<file path="src/rtl/ufc_defs.svh">
// constants for the uart flow-control channel: register indices, fields, resets, levels
`ifndef UFC_DEFS_SVH
`define UFC_DEFS_SVH

// ==========================================================
// register indices on the plain register port
`define UFC_A_EFC       4'h0
`define UFC_A_RES1      4'h1
`define UFC_A_RES2      4'h2
`define UFC_A_STOP1     4'h3
`define UFC_A_STOP2     4'h4
`define UFC_A_MCTL      4'h5
`define UFC_A_MSTATE    4'h6
`define UFC_A_IEN       4'h7
`define UFC_A_ISTAT     4'h8
`define UFC_A_ICLR      4'h9
`define UFC_A_DIVL      4'hA
`define UFC_A_DIVH      4'hB
`define UFC_A_DIVF      4'hC
`define UFC_A_FCTL      4'hD

// ==========================================================
// field positions
`define UFC_EFC_ENH     4
`define UFC_EFC_SPEC    5
`define UFC_EFC_ARTS    6
`define UFC_EFC_ACTS    7
`define UFC_MCTL_DTR    0
`define UFC_MCTL_RTS    1
`define UFC_MCTL_OUT2   3
`define UFC_ST_TRIG     0
`define UFC_ST_RESUME   1
`define UFC_ST_SPEC     4
`define UFC_ST_STOP     5
`define UFC_IEN_SPEC    5
`define UFC_IEN_STOP    4

// ==========================================================
// masks of the bits that only change while enhanced writes are unlocked
`define UFC_ENH_IEN     8'hF0
`define UFC_ENH_ISTAT   8'h30
`define UFC_ENH_FCTL    8'h30
`define UFC_ENH_MCTL    8'hE0
`define UFC_ENH_DIVF    8'hFF

// ==========================================================
// reset values
`define UFC_RST_BYTE    8'h00
`define UFC_POR_DIVH    8'h00
`define UFC_POR_DIVL    8'h01

// ==========================================================
// receive fifo trigger levels
`define UFC_TRIG_L0     5'h01
`define UFC_TRIG_L1     5'h04
`define UFC_TRIG_L2     5'h08
`define UFC_TRIG_L3     5'h0E
`define UFC_FIFO_FULL   5'h10

`endif

</file>
<file path="src/rtl/ufc_pkg.sv">
// types shared by the uart flow-control channel
package ufc_pkg;

  // receive software flow-control compare mode, in field order 00,01,10,11
  typedef enum logic [1:0] {
    UFC_RXF_OFF,
    UFC_RXF_SECOND,
    UFC_RXF_FIRST,
    UFC_RXF_EITHER
  } ufc_rxf_mode_t;

  typedef logic [7:0] ufc_byte_t;

endpackage : ufc_pkg

</file>
<file path="src/rtl/ufc_match_if.sv">
// character compare bundle between the channel core and its matcher
`timescale 1ns/100ps
interface ufc_match_if;
  ufc_pkg::ufc_byte_t rx_char;
  ufc_pkg::ufc_byte_t resume1;
  ufc_pkg::ufc_byte_t resume2;
  ufc_pkg::ufc_byte_t stop1;
  ufc_pkg::ufc_byte_t stop2;
  logic               hit_resume1;
  logic               hit_resume2;
  logic               hit_stop1;
  logic               hit_stop2;

  modport core (output rx_char, resume1, resume2, stop1, stop2,
                input  hit_resume1, hit_resume2, hit_stop1, hit_stop2);
  modport matcher (input  rx_char, resume1, resume2, stop1, stop2,
                   output hit_resume1, hit_resume2, hit_stop1, hit_stop2);
endinterface : ufc_match_if

</file>
<file path="src/rtl/ufc_top.sv">
// uart channel: special characters, auto rts/cts, flow-control characters, reset state
//
// The placing of the registers and the plain strobed port were left to the implementer.
`timescale 1ns/100ps
`include "ufc_defs.svh"

// Summary of operation
// RULE1 - special detect compares second stop, sets status
// RULE2 - comparison bit 0 matches character lsb
// RULE3 - first pair mode: flow and special independent
// RULE4 - second pair: stop char dropped, two interrupts
// RULE5 - special detect off after reset
// RULE6 - auto rts: trigger interrupt, deassert upper level
// RULE7 - auto rts reasserts below next lower level
// RULE8 - software must assert rts bit first
// RULE9 - no auto rts: pin follows software bit
// RULE10 - auto cts halts transmit while input high
// RULE11 - auto cts and rts off after reset
// RULE12 - four read/write flow-control character registers
// RULE13 - divisor set only at power-up
// RULE14 - modem state: deltas zero, levels inverted
// RULE15 - reset drives pins to defined levels
// RULE16 - enhanced bits change only when unlocked
module ufc_top #(
  parameter int FILL_W = 5
) (
  // clock and resets
  input  wire logic              clk,
  input  wire logic              reset,
  input  wire logic              power_on_reset,
  // register port
  input  wire logic [3:0]        reg_addr,
  input  wire logic [7:0]        reg_wdata,
  input  wire logic              reg_wr,
  input  wire logic              reg_rd,
  output logic      [7:0]        reg_rdata,
  // receiver side
  input  wire logic              rx_valid,
  input  wire logic [7:0]        rx_data,
  input  wire logic [FILL_W-1:0] rx_fill,
  output logic                   fifo_push,
  output logic      [7:0]        fifo_data,
  // transmitter side
  input  wire logic              tx_bit,
  input  wire logic              tx_space,
  output logic                   tx_allow,
  // modem inputs
  input  wire logic              cts_n,
  input  wire logic              dsr_n,
  input  wire logic              ri_n,
  input  wire logic              cd_n,
  // pins
  output logic                   tx_pin,
  output logic                   general_output_two_n,
  output logic                   rts_n,
  output logic                   dtr_n,
  output logic                   receive_ready_out_n,
  output logic                   transmit_ready_out_n,
  output logic                   irq,
  // divisor to the baud generator
  output logic      [7:0]        divisor_high,
  output logic      [7:0]        divisor_low,
  output logic      [7:0]        divisor_frac
);

  // ==========================================================
  // helpers
  // enhanced bits keep their old value unless writes are unlocked
  function automatic logic [7:0] enh_merge(input logic [7:0] old_v, input logic [7:0] new_v,
                                           input logic [7:0] mask, input logic unlock);
    enh_merge = unlock ? new_v : ((new_v & ~mask) | (old_v & mask));
  endfunction : enh_merge

  // trigger level for a selector; selectors past the top of the table give the full level
  function automatic logic [4:0] trig_level(input logic [2:0] sel);
    case (sel)
      3'h0:    trig_level = `UFC_TRIG_L0;
      3'h1:    trig_level = `UFC_TRIG_L1;
      3'h2:    trig_level = `UFC_TRIG_L2;
      3'h3:    trig_level = `UFC_TRIG_L3;
      default: trig_level = `UFC_FIFO_FULL;
    endcase
  endfunction : trig_level

  // ==========================================================
  // registers
  logic [7:0] efc_q;
  logic [7:0] resume1_q;
  logic [7:0] resume2_q;
  logic [7:0] stop1_q;
  logic [7:0] stop2_q;
  logic [7:0] mctl_q;
  logic [7:0] ien_q;
  logic [7:0] istat_q;
  logic [7:0] fctl_q;
  logic [7:0] divh_q;
  logic [7:0] divl_q;
  logic [7:0] divf_q;
  logic [3:0] mdelta_q;
  logic [3:0] mlevel_q;
  logic       soft_stop_q;
  logic       rts_hold_q;
  logic       trig_seen_q;
  logic [7:0] rdata_q;
  logic       push_q;
  logic [7:0] pdata_q;
  logic       tx_allow_q;
  logic       tx_pin_q;
  logic       op2_n_q;
  logic       rts_n_q;
  logic       dtr_n_q;
  logic       receive_ready_out_n_q;
  logic       transmit_ready_out_n_q;
  logic       irq_q;

  // write decode
  logic       wr_efc;
  logic       wr_mctl;
  logic       wr_ien;
  logic       wr_iclr;
  logic       wr_fctl;
  logic       unlock;
  logic       rd_mstate;

  assign unlock    = efc_q[`UFC_EFC_ENH];
  assign wr_efc    = reg_wr && (reg_addr == `UFC_A_EFC);
  assign wr_mctl   = reg_wr && (reg_addr == `UFC_A_MCTL);
  assign wr_ien    = reg_wr && (reg_addr == `UFC_A_IEN);
  assign wr_iclr   = reg_wr && (reg_addr == `UFC_A_ICLR);
  assign wr_fctl   = reg_wr && (reg_addr == `UFC_A_FCTL);
  assign rd_mstate = reg_rd && (reg_addr == `UFC_A_MSTATE);

  // ==========================================================
  // character matching
  ufc_match_if mif ();

  assign mif.rx_char = rx_data;
  assign mif.resume1 = resume1_q;
  assign mif.resume2 = resume2_q;
  assign mif.stop1   = stop1_q;
  assign mif.stop2   = stop2_q;

  ufc_char_match u_match (
    .m (mif.matcher)
  );

  // ==========================================================
  // receive decision
  ufc_pkg::ufc_rxf_mode_t rx_mode;
  logic              is_stop;
  logic              is_resume;
  logic              is_special;
  logic              set_spec;
  logic              store_char;

  assign rx_mode = ufc_pkg::ufc_rxf_mode_t'(efc_q[1:0]);

  // classify the incoming character by the compare mode
  always_comb begin
    is_stop   = 1'b0;
    is_resume = 1'b0;
    case (rx_mode)
      ufc_pkg::UFC_RXF_FIRST: begin
        is_stop   = mif.hit_stop1;  // [RULE3]
        is_resume = mif.hit_resume1;
      end
      ufc_pkg::UFC_RXF_SECOND: begin
        is_stop   = mif.hit_stop2;  // [RULE4]
        is_resume = mif.hit_resume2;
      end
      ufc_pkg::UFC_RXF_EITHER: begin
        is_stop   = mif.hit_stop1 || mif.hit_stop2;
        is_resume = mif.hit_resume1 || mif.hit_resume2;
      end
      default: begin
        is_stop   = 1'b0;
        is_resume = 1'b0;
      end
    endcase
  end

  // special detection runs only with its enable, which is clear after reset
  assign is_special = efc_q[`UFC_EFC_SPEC] && mif.hit_stop2;  // [RULE1] [RULE5]
  // a special stop char flags only with its interrupt enabled
  assign set_spec   = rx_valid && is_special &&
                      (!is_stop || ien_q[`UFC_IEN_SPEC]);  // [RULE4]
  // flow characters are consumed; a plain special char goes to the fifo
  assign store_char = rx_valid && !is_stop && !is_resume;  // [RULE1] [RULE4]

  // fifo write, one cycle after the character
  always_ff @(posedge clk) begin
    if (reset) begin
      push_q  <= 1'b0;
      pdata_q <= `UFC_RST_BYTE;
    end else begin
      push_q  <= store_char;
      pdata_q <= rx_data;
    end
  end

  // software stop state: stop char halts transmit, resume char releases it
  always_ff @(posedge clk) begin
    if (reset) begin
      soft_stop_q <= 1'b0;
    end else if (rx_mode == ufc_pkg::UFC_RXF_OFF) begin
      soft_stop_q <= 1'b0;
    end else if (rx_valid && is_stop) begin
      soft_stop_q <= 1'b1;
    end else if (rx_valid && is_resume) begin
      soft_stop_q <= 1'b0;
    end
  end

  // ==========================================================
  // auto rts and trigger interrupt
  logic [2:0] tsel;
  logic [4:0] fill5;
  logic       at_trig;

  assign tsel    = {1'b0, fctl_q[7:6]};
  assign fill5   = 5'(rx_fill);
  assign at_trig = (fill5 >= trig_level(tsel));

  // hold off the remote between next upper and below next lower level
  always_ff @(posedge clk) begin
    if (reset) begin
      rts_hold_q <= 1'b0;
    end else if (!efc_q[`UFC_EFC_ARTS]) begin
      rts_hold_q <= 1'b0;
    end else if (fill5 >= trig_level(3'(tsel + 3'h1))) begin
      rts_hold_q <= 1'b1;  // [RULE6]
    end else if (fill5 < trig_level((tsel == 3'h0) ? tsel : 3'(tsel - 3'h1))) begin
      rts_hold_q <= 1'b0;  // [RULE7]
    end
  end

  // remember the trigger so one crossing gives one event
  always_ff @(posedge clk) begin
    if (reset) begin
      trig_seen_q <= 1'b0;
    end else begin
      trig_seen_q <= at_trig;
    end
  end

  // ==========================================================
  // interrupt status, enable and clear
  logic [7:0] ev_set;
  logic [7:0] clr_mask;
  logic [7:0] ien_eff;

  // event set bits, one per status position
  always_comb begin
    ev_set                = 8'h00;
    ev_set[`UFC_ST_TRIG]   = at_trig && !trig_seen_q;  // [RULE6]
    ev_set[`UFC_ST_RESUME] = rx_valid && is_resume;
    ev_set[`UFC_ST_SPEC]   = set_spec;  // [RULE1]
    ev_set[`UFC_ST_STOP]   = rx_valid && is_stop;  // [RULE4]
  end

  // the enhanced status bits only clear while unlocked
  assign clr_mask = wr_iclr ? (unlock ? reg_wdata : (reg_wdata & ~`UFC_ENH_ISTAT))
                            : 8'h00;  // [RULE16]

  // status 4 and 5 take each other's enable bit
  always_comb begin
    ien_eff                = ien_q;
    ien_eff[`UFC_ST_SPEC]  = ien_q[`UFC_IEN_SPEC];
    ien_eff[`UFC_ST_STOP]  = ien_q[`UFC_IEN_STOP];
  end

  // sticky status: a new event beats a clear in the same cycle
  always_ff @(posedge clk) begin
    if (reset) begin
      istat_q <= `UFC_RST_BYTE;
    end else begin
      istat_q <= (istat_q & ~clr_mask) | ev_set;
    end
  end

  // level interrupt while any enabled status bit is set
  always_ff @(posedge clk) begin
    if (reset) begin
      irq_q <= 1'b0;  // [RULE15]
    end else begin
      irq_q <= |(istat_q & ien_eff);
    end
  end

  // ==========================================================
  // control registers
  // auto cts and auto rts and special detect all start off
  always_ff @(posedge clk) begin
    if (reset) begin
      efc_q <= `UFC_RST_BYTE;  // [RULE5] [RULE11]
    end else if (wr_efc) begin
      efc_q <= reg_wdata;
    end
  end

  // flow-control character registers
  always_ff @(posedge clk) begin
    if (reset) begin
      resume1_q <= `UFC_RST_BYTE;
      resume2_q <= `UFC_RST_BYTE;
      stop1_q   <= `UFC_RST_BYTE;
      stop2_q   <= `UFC_RST_BYTE;
    end else if (reg_wr) begin
      if (reg_addr == `UFC_A_RES1) begin
        resume1_q <= reg_wdata;  // [RULE12]
      end else if (reg_addr == `UFC_A_RES2) begin
        resume2_q <= reg_wdata;  // [RULE12]
      end else if (reg_addr == `UFC_A_STOP1) begin
        stop1_q <= reg_wdata;  // [RULE12]
      end else if (reg_addr == `UFC_A_STOP2) begin
        stop2_q <= reg_wdata;  // [RULE12]
      end
    end
  end

  // registers with locked enhanced bits
  always_ff @(posedge clk) begin
    if (reset) begin
      mctl_q <= `UFC_RST_BYTE;
      ien_q  <= `UFC_RST_BYTE;
      fctl_q <= `UFC_RST_BYTE;
      divf_q <= `UFC_RST_BYTE;
    end else begin
      if (wr_mctl) mctl_q <= enh_merge(mctl_q, reg_wdata, `UFC_ENH_MCTL, unlock);  // [RULE16]
      if (wr_ien)  ien_q  <= enh_merge(ien_q, reg_wdata, `UFC_ENH_IEN, unlock);    // [RULE16]
      if (wr_fctl) fctl_q <= enh_merge(fctl_q, reg_wdata, `UFC_ENH_FCTL, unlock);  // [RULE16]
      if (reg_wr && (reg_addr == `UFC_A_DIVF)) begin
        divf_q <= enh_merge(divf_q, reg_wdata, `UFC_ENH_DIVF, unlock);  // [RULE16]
      end
    end
  end

  // high and low divisor bytes answer only to the power-up reset, never the reset pin
  always_ff @(posedge clk) begin
    if (power_on_reset) begin
      divh_q <= `UFC_POR_DIVH;  // [RULE13]
      divl_q <= `UFC_POR_DIVL;  // [RULE13]
    end else if (reg_wr && (reg_addr == `UFC_A_DIVH)) begin
      divh_q <= reg_wdata;
    end else if (reg_wr && (reg_addr == `UFC_A_DIVL)) begin
      divl_q <= reg_wdata;
    end
  end

  // ==========================================================
  // modem state
  logic [3:0] mlevel_now;

  assign mlevel_now = {~cd_n, ~ri_n, ~dsr_n, ~cts_n};

  // level sample runs free, valid even during reset
  always_ff @(posedge clk) begin
    mlevel_q <= mlevel_now;  // [RULE14]
  end

  // change flags: a read clears them, a change then still wins
  always_ff @(posedge clk) begin
    if (reset) begin
      mdelta_q <= 4'h0;  // [RULE14]
    end else begin
      mdelta_q <= (rd_mstate ? 4'h0 : mdelta_q) | (mlevel_now ^ mlevel_q);
    end
  end

  // ==========================================================
  // read port, data one cycle after the strobe
  always_ff @(posedge clk) begin
    if (reset) begin
      rdata_q <= `UFC_RST_BYTE;
    end else if (reg_rd) begin
      if (reg_addr == `UFC_A_EFC) begin
        rdata_q <= efc_q;
      end else if (reg_addr == `UFC_A_RES1) begin
        rdata_q <= resume1_q;
      end else if (reg_addr == `UFC_A_RES2) begin
        rdata_q <= resume2_q;
      end else if (reg_addr == `UFC_A_STOP1) begin
        rdata_q <= stop1_q;
      end else if (reg_addr == `UFC_A_STOP2) begin
        rdata_q <= stop2_q;
      end else if (reg_addr == `UFC_A_MCTL) begin
        rdata_q <= mctl_q;
      end else if (reg_addr == `UFC_A_MSTATE) begin
        rdata_q <= {mlevel_q, mdelta_q};  // [RULE14]
      end else if (reg_addr == `UFC_A_IEN) begin
        rdata_q <= ien_q;
      end else if (reg_addr == `UFC_A_ISTAT) begin
        rdata_q <= istat_q;
      end else if (reg_addr == `UFC_A_DIVL) begin
        rdata_q <= divl_q;
      end else if (reg_addr == `UFC_A_DIVH) begin
        rdata_q <= divh_q;
      end else if (reg_addr == `UFC_A_DIVF) begin
        rdata_q <= divf_q;
      end else if (reg_addr == `UFC_A_FCTL) begin
        rdata_q <= fctl_q;
      end else begin
        rdata_q <= 8'h00;  // clear register and holes
      end
    end
  end

  // ==========================================================
  // transmit gating and pins
  // auto cts only pauses; the transmitter finishes nothing mid-character here
  always_ff @(posedge clk) begin
    if (reset) begin
      tx_allow_q <= 1'b1;
    end else begin
      tx_allow_q <= !(efc_q[`UFC_EFC_ACTS] && cts_n) && !soft_stop_q;  // [RULE10]
    end
  end

  // pins take their idle levels during reset
  always_ff @(posedge clk) begin
    if (reset) begin
      tx_pin_q  <= 1'b1;  // [RULE15]
      op2_n_q   <= 1'b1;  // [RULE15]
      rts_n_q   <= 1'b1;  // [RULE15]
      dtr_n_q   <= 1'b1;  // [RULE15]
      receive_ready_out_n_q <= 1'b1;  // [RULE15]
      transmit_ready_out_n_q <= 1'b0;  // [RULE15]
    end else begin
      tx_pin_q  <= tx_bit;
      op2_n_q   <= !mctl_q[`UFC_MCTL_OUT2];
      // software bit must be asserted, auto hold can only deassert on top of it
      rts_n_q   <= !mctl_q[`UFC_MCTL_RTS] || rts_hold_q;  // [RULE8] [RULE9]
      dtr_n_q   <= !mctl_q[`UFC_MCTL_DTR];
      receive_ready_out_n_q <= (fill5 == 5'h00);
      transmit_ready_out_n_q <= !tx_space;
    end
  end

  // ==========================================================
  // outputs
  assign reg_rdata            = rdata_q;
  assign fifo_push            = push_q;
  assign fifo_data            = pdata_q;
  assign tx_allow             = tx_allow_q;
  assign tx_pin               = tx_pin_q;
  assign general_output_two_n = op2_n_q;
  assign rts_n                = rts_n_q;
  assign dtr_n                = dtr_n_q;
  assign receive_ready_out_n  = receive_ready_out_n_q;
  assign transmit_ready_out_n = transmit_ready_out_n_q;
  assign irq                  = irq_q;
  assign divisor_high         = divh_q;
  assign divisor_low          = divl_q;
  assign divisor_frac         = divf_q;

endmodule : ufc_top

</file>
<file path="src/rtl/ufc_char_match.sv">
// compares a received character with the four flow-control characters
`timescale 1ns/100ps
module ufc_char_match (
  // compare bundle
  ufc_match_if.matcher m
);

  // ==========================================================
  // compare
  // whole-byte equality keeps bit 0 of each register against the character lsb
  function automatic logic same(input ufc_pkg::ufc_byte_t a, input ufc_pkg::ufc_byte_t b);
    same = (a == b);
  endfunction : same

  // purely combinational so the core decides in the cycle the character arrives
  assign m.hit_resume1 = same(m.rx_char, m.resume1);
  assign m.hit_resume2 = same(m.rx_char, m.resume2);
  assign m.hit_stop1   = same(m.rx_char, m.stop1);
  assign m.hit_stop2   = same(m.rx_char, m.stop2);  // [RULE2]

endmodule : ufc_char_match

</file>
<file path="config.mk">
export PLATFORM = sky130hd
export DESIGN_NAME = ufc_top
export DESIGN_NICKNAME = d
export VERILOG_FILES = /design/src/rtl/ufc_pkg.sv /design/src/rtl/ufc_match_if.sv /design/src/rtl/ufc_top.sv /design/src/rtl/ufc_char_match.sv
export VERILOG_INCLUDE_DIRS = /design/src /design/src/rtl
export SDC_FILE = /design/constraint.sdc
export NUM_CORES = 1
export LEC_CHECK = 0
export ABC_AREA = 1
export BUFFER_PORTS_ARGS = -buffer_cell sky130_fd_sc_hd__buf_2
export CORE_ASPECT_RATIO = 0.8
export CORE_MARGIN = 3
export CORE_UTILIZATION = 48
export DETAILED_ROUTE_END_ITERATION = 6
export PLACE_DENSITY_LB_ADDON = 0.1
export REMOVE_ABC_BUFFERS = 1
export SLEW_MARGIN = 20
export SYNTH_ARGS = -nofsm -noshare
export SYNTH_HDL_FRONTEND = slang
export SYNTH_SLANG_ARGS = --single-unit
</file>
<file path="constraint.sdc">
create_clock -name clk -period 5.12 [get_ports clk]
set_clock_uncertainty 0.1 [all_clocks]
set_input_delay 1.024 -clock clk [delete_from_list [all_inputs] [get_ports clk]]
set_output_delay 1.024 -clock clk [all_outputs]
set_load 0.005 [all_outputs]
</file>
* Word level (Yosys, flattened, before mapping)
Cells that the tools add are included.
** Cells by class
- Add/subtract/negate cells :: 2
- $lt $le $gt $ge :: 3
- Equality and inequality tests :: 29
- Muxes and demuxes :: 34
- Bitwise gates (word level) :: 18
- Reductions and logical operators :: 49
** Operators with widths (count)
- 8-bit 2-to-1 mux :: 17
- 5-bit one-hot mux with 4 select lines :: 3
- 8-bit equality test :: 4
- 5-bit 2-to-1 mux :: 5
- 4-bit equality test, second input constant :: 6
- 1-bit logical AND :: 19
- 8-bit bitwise AND :: 2
- 4-bit by 3-bit equality test with 1-bit output, second input constant :: 4
- 8-bit by 6-bit bitwise OR with 8-bit output :: 2
- 3-bit by 2-bit equality test with 1-bit output, second input constant :: 4
- 5-bit greater-or-equal comparator :: 2
- 1-bit zero test :: 9
- 3-bit zero test :: 3
- 1-bit NOT :: 9
- 2-bit equality test, second input constant :: 4
- 4-bit by 2-bit equality test with 1-bit output, second input constant :: 2
- 8-bit NOT :: 1
- 4-bit by 8-bit bitwise OR with 8-bit output :: 1
- 5-bit by 8-bit bitwise OR with 8-bit output :: 1
- 8-bit OR reduction :: 1
- 3-bit by 1-bit equality test with 1-bit output, second input constant :: 2
- 6-bit 2-to-1 mux :: 1
- 1-bit one-hot mux with 3 select lines :: 2
- 2-bit AND reduction :: 3
- 19 further kinds :: 28
** Storage, ports and cells
- Bits in registers :: 132
- Input port bits :: 37
- Output and inout port bits :: 49
- Logic and storage cells :: 163

* Longest topological paths before layout
- Word-level depth :: 14
- Gate-level depth with buffers :: 13
- Gate-level depth less buffers :: 13

* Cells and area by module
Synthesis repeated with hierarchy kept, for this count alone.
** Unflattened totals
- Cell total of the unflattened synthesis :: 974
- Area, all modules :: 6485.0 um2
** By module, submodules not included
- ufc_top :: times used 1, cells an instance 810, area each 5869.4 um2, seq. area each 2642.5 um2
- ufc_char_match :: times used 1, cells an instance 164, area each 615.6 um2, seq. area each 0.0 um2

* Worst setup path after synthesis
No wires, ideal clock.
- Kind :: input -> register
- Start :: in rx_fill[0]
- End :: reg istat_q[0]
- Setup time :: 0.131 ns
- Data arrival time :: 2.044 ns
- Data required time :: 4.889 ns
- Setup slack :: 2.845 ns
- Stages :: 11
- Path buffers :: 0
- Path through :: inv_1 ha_1 inv_1 nand2_1 a21oi_1 nor2_1 o21a_1 o21ai_0 a21oi_1 nand2_1 o21ai_0
** Between the ends
- Cells in the longest elaborated chain, start to end :: 3
** RTL lines
- start, declared :: RTL line ufc_top.sv:40 : input wire logic [FILL_W-1:0] rx_fill,
- 5-bit greater-or-equal comparator :: RTL line ufc_top.sv:222 : assign at_trig = (fill5 >= trig_level(tsel));
- 1-bit logical AND :: RTL line ufc_top.sv:255 : ev_set[`UFC_ST_TRIG] = at_trig && !trig_seen_q;
- 8-bit by 6-bit bitwise OR with 8-bit output :: RTL line ufc_top.sv:277 : istat_q <= (istat_q & ~clr_mask) | ev_set;
- end signal, assigned :: RTL line ufc_top.sv:275 : istat_q <= `UFC_RST_BYTE;
- end signal, assigned :: RTL line ufc_top.sv:277
- end, declared :: RTL line ufc_top.sv:94 : logic [7:0] istat_q;
No other way between the ends.
A chain may end at the register's enable or synchronous reset.

==> out/qor.yml <==
outcome:
  run_status: "complete, no violations"
clock_network:
  ctsHoldBuffers: 0
  cts.htree.levels: 4
  cts_tree: "yes"
  post_cts_buffers: 0
  cts_sinks: 132
  clk_path_buf_depth: 2
  clk_transition_reported_paths_ns: 0.06
  clk-insertion-delay-late_ns: 0.42
  post_cts.resized_instances: 0
  ctsRootBufferMaster: "sky130_fd_sc_hd__clkbuf_16"
  cts-buffers-inserted: 17
floorplan:
  std_cell_rows: 36
  ioPinCount: 86
  floorplan.initialDensity_pct: 50.5
  design.core.area_um2: 12500
  fp.dieH_um: 108
  chipWidth_um: 134
  die_area_um2: 14500
routing:
  vias_per_cell: 5.27
  route.final.wire_length_um: 18900
  drtPass1Iterations: 5
  routedWlPerCell_um: 16.5
  count_of_routing_violations_after_the_opening_detailed_route_iteration: 724
  vias: 6062
  ant_nets: 0
  post-route-drc-count: 0
sta:
  setup_slack_ns: 2.39
  finalHoldViolCount: 0
  max-slew-margin-rel_pct: 42.4
  setup-tns-final_ns: 0
  rsz0062_at_grt: "false"
  finalSetupViolCount: 0
  max_slew.worst_pin.slew_ns: 0.863
  post-route-period-util_pct: 53.4
  timing_max_transition_violations_final: 0
  final_period_minus_worst_setup_slack_ns: 2.73
  top_achievable_clock_speed_mhz: 366
global_routing:
  grt_pass1_wl_um: 30000
  grt_usage_pct: 26.7
  antenna_found_initial: 0
  via_count_of_the_first_global_routing_pass: 5437
  grt-ovfl-total: 0
  maximum_number_of_pins_on_one_net_before_global_route_repair: 48
worst_hold_path:
  hold_wc_path_type: "flop to flop"
synth:
  yosys_warnings: 0
  yosys.area.top_type_share_pct: 42.0
  synth.yosys.seq_area_share_pct: 42.0
  post_synthesis_cell_count: 889
  ys_top_cells_by_area: "sky130_fd_sc_hd__dfxtp_1 (42%), sky130_fd_sc_hd__nand2_1 (10%), sky130_fd_sc_hd__a21oi_1 (9.1%)"
  yosysMostFrequentCell: "sky130_fd_sc_hd__nand2_1"
  synth_enable_flop_cells: 0
  ffs_w_async_s_r_synth_pct: 0
  synth.top_cells.by_count: "sky130_fd_sc_hd__nand2_1 (175), sky130_fd_sc_hd__dfxtp_1 (132), sky130_fd_sc_hd__a21oi_1 (115), sky130_fd_sc_hd__inv_1 (115), sky130_fd_sc_hd__o21ai_0 (96)"
  synth-seq-cells: 132
  yosys.cell_types.count: 37
  synth_top_flop_cell: "sky130_fd_sc_hd__dfxtp_1"
  synth_area_um2: 6290
  netlist.top_cell.by_area: "sky130_fd_sc_hd__dfxtp_1"
  synth_area_per_cell_um2: 7.08
placed_design:
  hpwl_um: 13800
  port-buffer-count: 85
  gp_congestion: 0.926
  dp_worst_setup_slack_ns: 1.99
final_layout:
  num_antenna_cells: 0
  share_of_layout_cells_above_drive_strength_1_pct: 15.6
  fin_nets: 1022
  fin_util_pct: 59.3
  multi_input_area_um2: 3030
  n_fill_cell: 1209
  synthToLayoutAreaGrowth_pct: 17.6
  final-seq-area_um2: 2640
critical_path:
  cp_max_fo: 47
  worstPathBufferInverterCount: 3
  cp_data_arrival_time_ns: 2.92
  crit_path_start_kind: "input pin"
  crit_path_max_incr_delay_ns: 0.65
  worst-endpoint-required_ns: 5.30
  critical-path-top-delay-family: "buffers and inverters"
  cpMaxStageDelayCell: "sky130_fd_sc_hd__buf_2"
  timing.critical_path.to_type: "flop"
  path_cells: "buf_2 -> inv_1 -> buf_4 -> o21ai_0 -> a21oi_1"
  timing_worst_setup_path_type: "input pin to flop"
power:
  cellPowerDensity_nw_per_um2: 340
  static-leakage-power_nw: 3.18
  ir_drop_mv: 0.247
run:
  max_cap_viols: 0
==> power by group <==
| group | internal (mW) | total (mW) | switching, mW |
|---|---|---|---|
| Clock | 0.764 | 1.23 | 0.469 |
| Combinational | 0.0657 | 0.210 | 0.144 |
| Sequential | 1.06 | 1.07 | 0.0160 |
| Total | 1.89 | 2.51 | 0.629 |
==> layout make-up <==
class	count	share of cell area (%)
clock buffers	19	5.85
clock inverters	13	2.16
repair buffers	86	5.85
well taps	171	2.89
flip-flops and latches	132	35.7
multi-input cells	597	40.9
inverters	132	6.69
==> final timing paths <==
| check | startpoint | endpoint | slack, ns | depth (start not counted) |
|---|---|---|---|---|
| worst min-delay path | mctl_q[3] | general_output_two_n | 0.31 | 1 |
| worst max register to register | fctl_q[6] | istat_q[0] | 2.91 | 12 |
| worst min register to register | mctl_q[3] | general_output_two_n | 0.31 | 1 |
| worst max-delay path | reset | ien_q[2] | 2.39 | 5 |
==> worst register-to-register path: stages (launching register included) <==
cell	delay, ns
sky130_fd_sc_hd__dfxtp_1	0.44
sky130_fd_sc_hd__inv_1	0.14
sky130_fd_sc_hd__ha_1	0.24
sky130_fd_sc_hd__ha_1	0.27
sky130_fd_sc_hd__inv_1	0.05
sky130_fd_sc_hd__nand2_1	0.04
sky130_fd_sc_hd__a21oi_1	0.14
sky130_fd_sc_hd__nor2_1	0.06
sky130_fd_sc_hd__o21a_1	0.16
sky130_fd_sc_hd__o21ai_0	0.14
sky130_fd_sc_hd__a21oi_1	0.10
sky130_fd_sc_hd__nand2_1	0.10
sky130_fd_sc_hd__o21ai_0	0.07
==> placed cells by master (no fill, tap or decap), drive strengths merged <==
| master | n |
|---|---|
| clkinvlp | 2 |
| o21bai | 2 |
| o211ai | 3 |
| conb | 2 |
| a22o | 2 |
| dfxtp | 132 |
| o22ai | 5 |
| a221oi | 4 |
| ha | 19 |
| or4 | 1 |
| or2 | 6 |
| a21o | 1 |
| inv | 131 |
| bufinv | 3 |
| nand4 | 23 |
| buf | 86 |
| a21oi | 115 |
| o2111ai | 1 |
| o21a | 1 |
| a211oi | 1 |
| clkinv | 9 |
| nand3 | 31 |
| xor2 | 10 |
| nor4 | 1 |
| nand2 | 179 |
| clkbuf | 19 |
| nor3 | 4 |
| nor2 | 78 |
| o21ai | 108 |
==> metal layers <==
| layer | global-route usage (%) | up-vias | wire length [um] |
|---|---|---|---|
| li1 | - | 3057 | - |
| met1 | 41.2 | 2705 | 9380 |
| met2 | 36.3 | 281 | 7450 |
| met3 | 7.63 | 19 | 1930 |
| met4 | 5.89 | 0 | 167 |
| met5 | 0 | - | 0 |
==> registers in the layout, summed over array words and instances, names as in the netlist, 4 cells and up <==
signal        count
fctl_q            8
divisor_frac      8
divisor_low       8
mdelta_q          4
mif.stop2         8
reg_rdata         8
divisor_high      8
fifo_data         8
mif.resume1       8
efc_q             8
mctl_q            8
mif.resume2       8
ien_q             8
istat_q           8
mif.stop1         8
mlevel_q          4
==> per-stage QoR <==
step | power, mW | cells | instance area, um2 | hold WS (ns)
floorplan | 1.20 | 861 | 6160 | 0.272
global placement | 1.30 | 1118 | 6810 | 0.304
CTS | 2.52 | 1150 | 7400 | 0.309
finish | 2.51 | 1150 | 7400 | 0.312
global route | 2.60 | 1150 | 7400 | 0.322
detailed placement | 1.30 | 1118 | 6810 | 0.296
==> logic make-up after synthesis <==
kind of cell               count (synthesis)  synth area share, %
and+or+nand+nor                          323                 22.6
adders and majority gates                 19                 3.78
buffers and inverters                    160                 9.94
other                                      2                0.119
AOI/OAI and AO/OA                        243                 20.2
DFF                                      132                 42.0
xor gates and xnor gates                  10                 1.39
No activity file was read; power rests on OpenSTA's default activity.
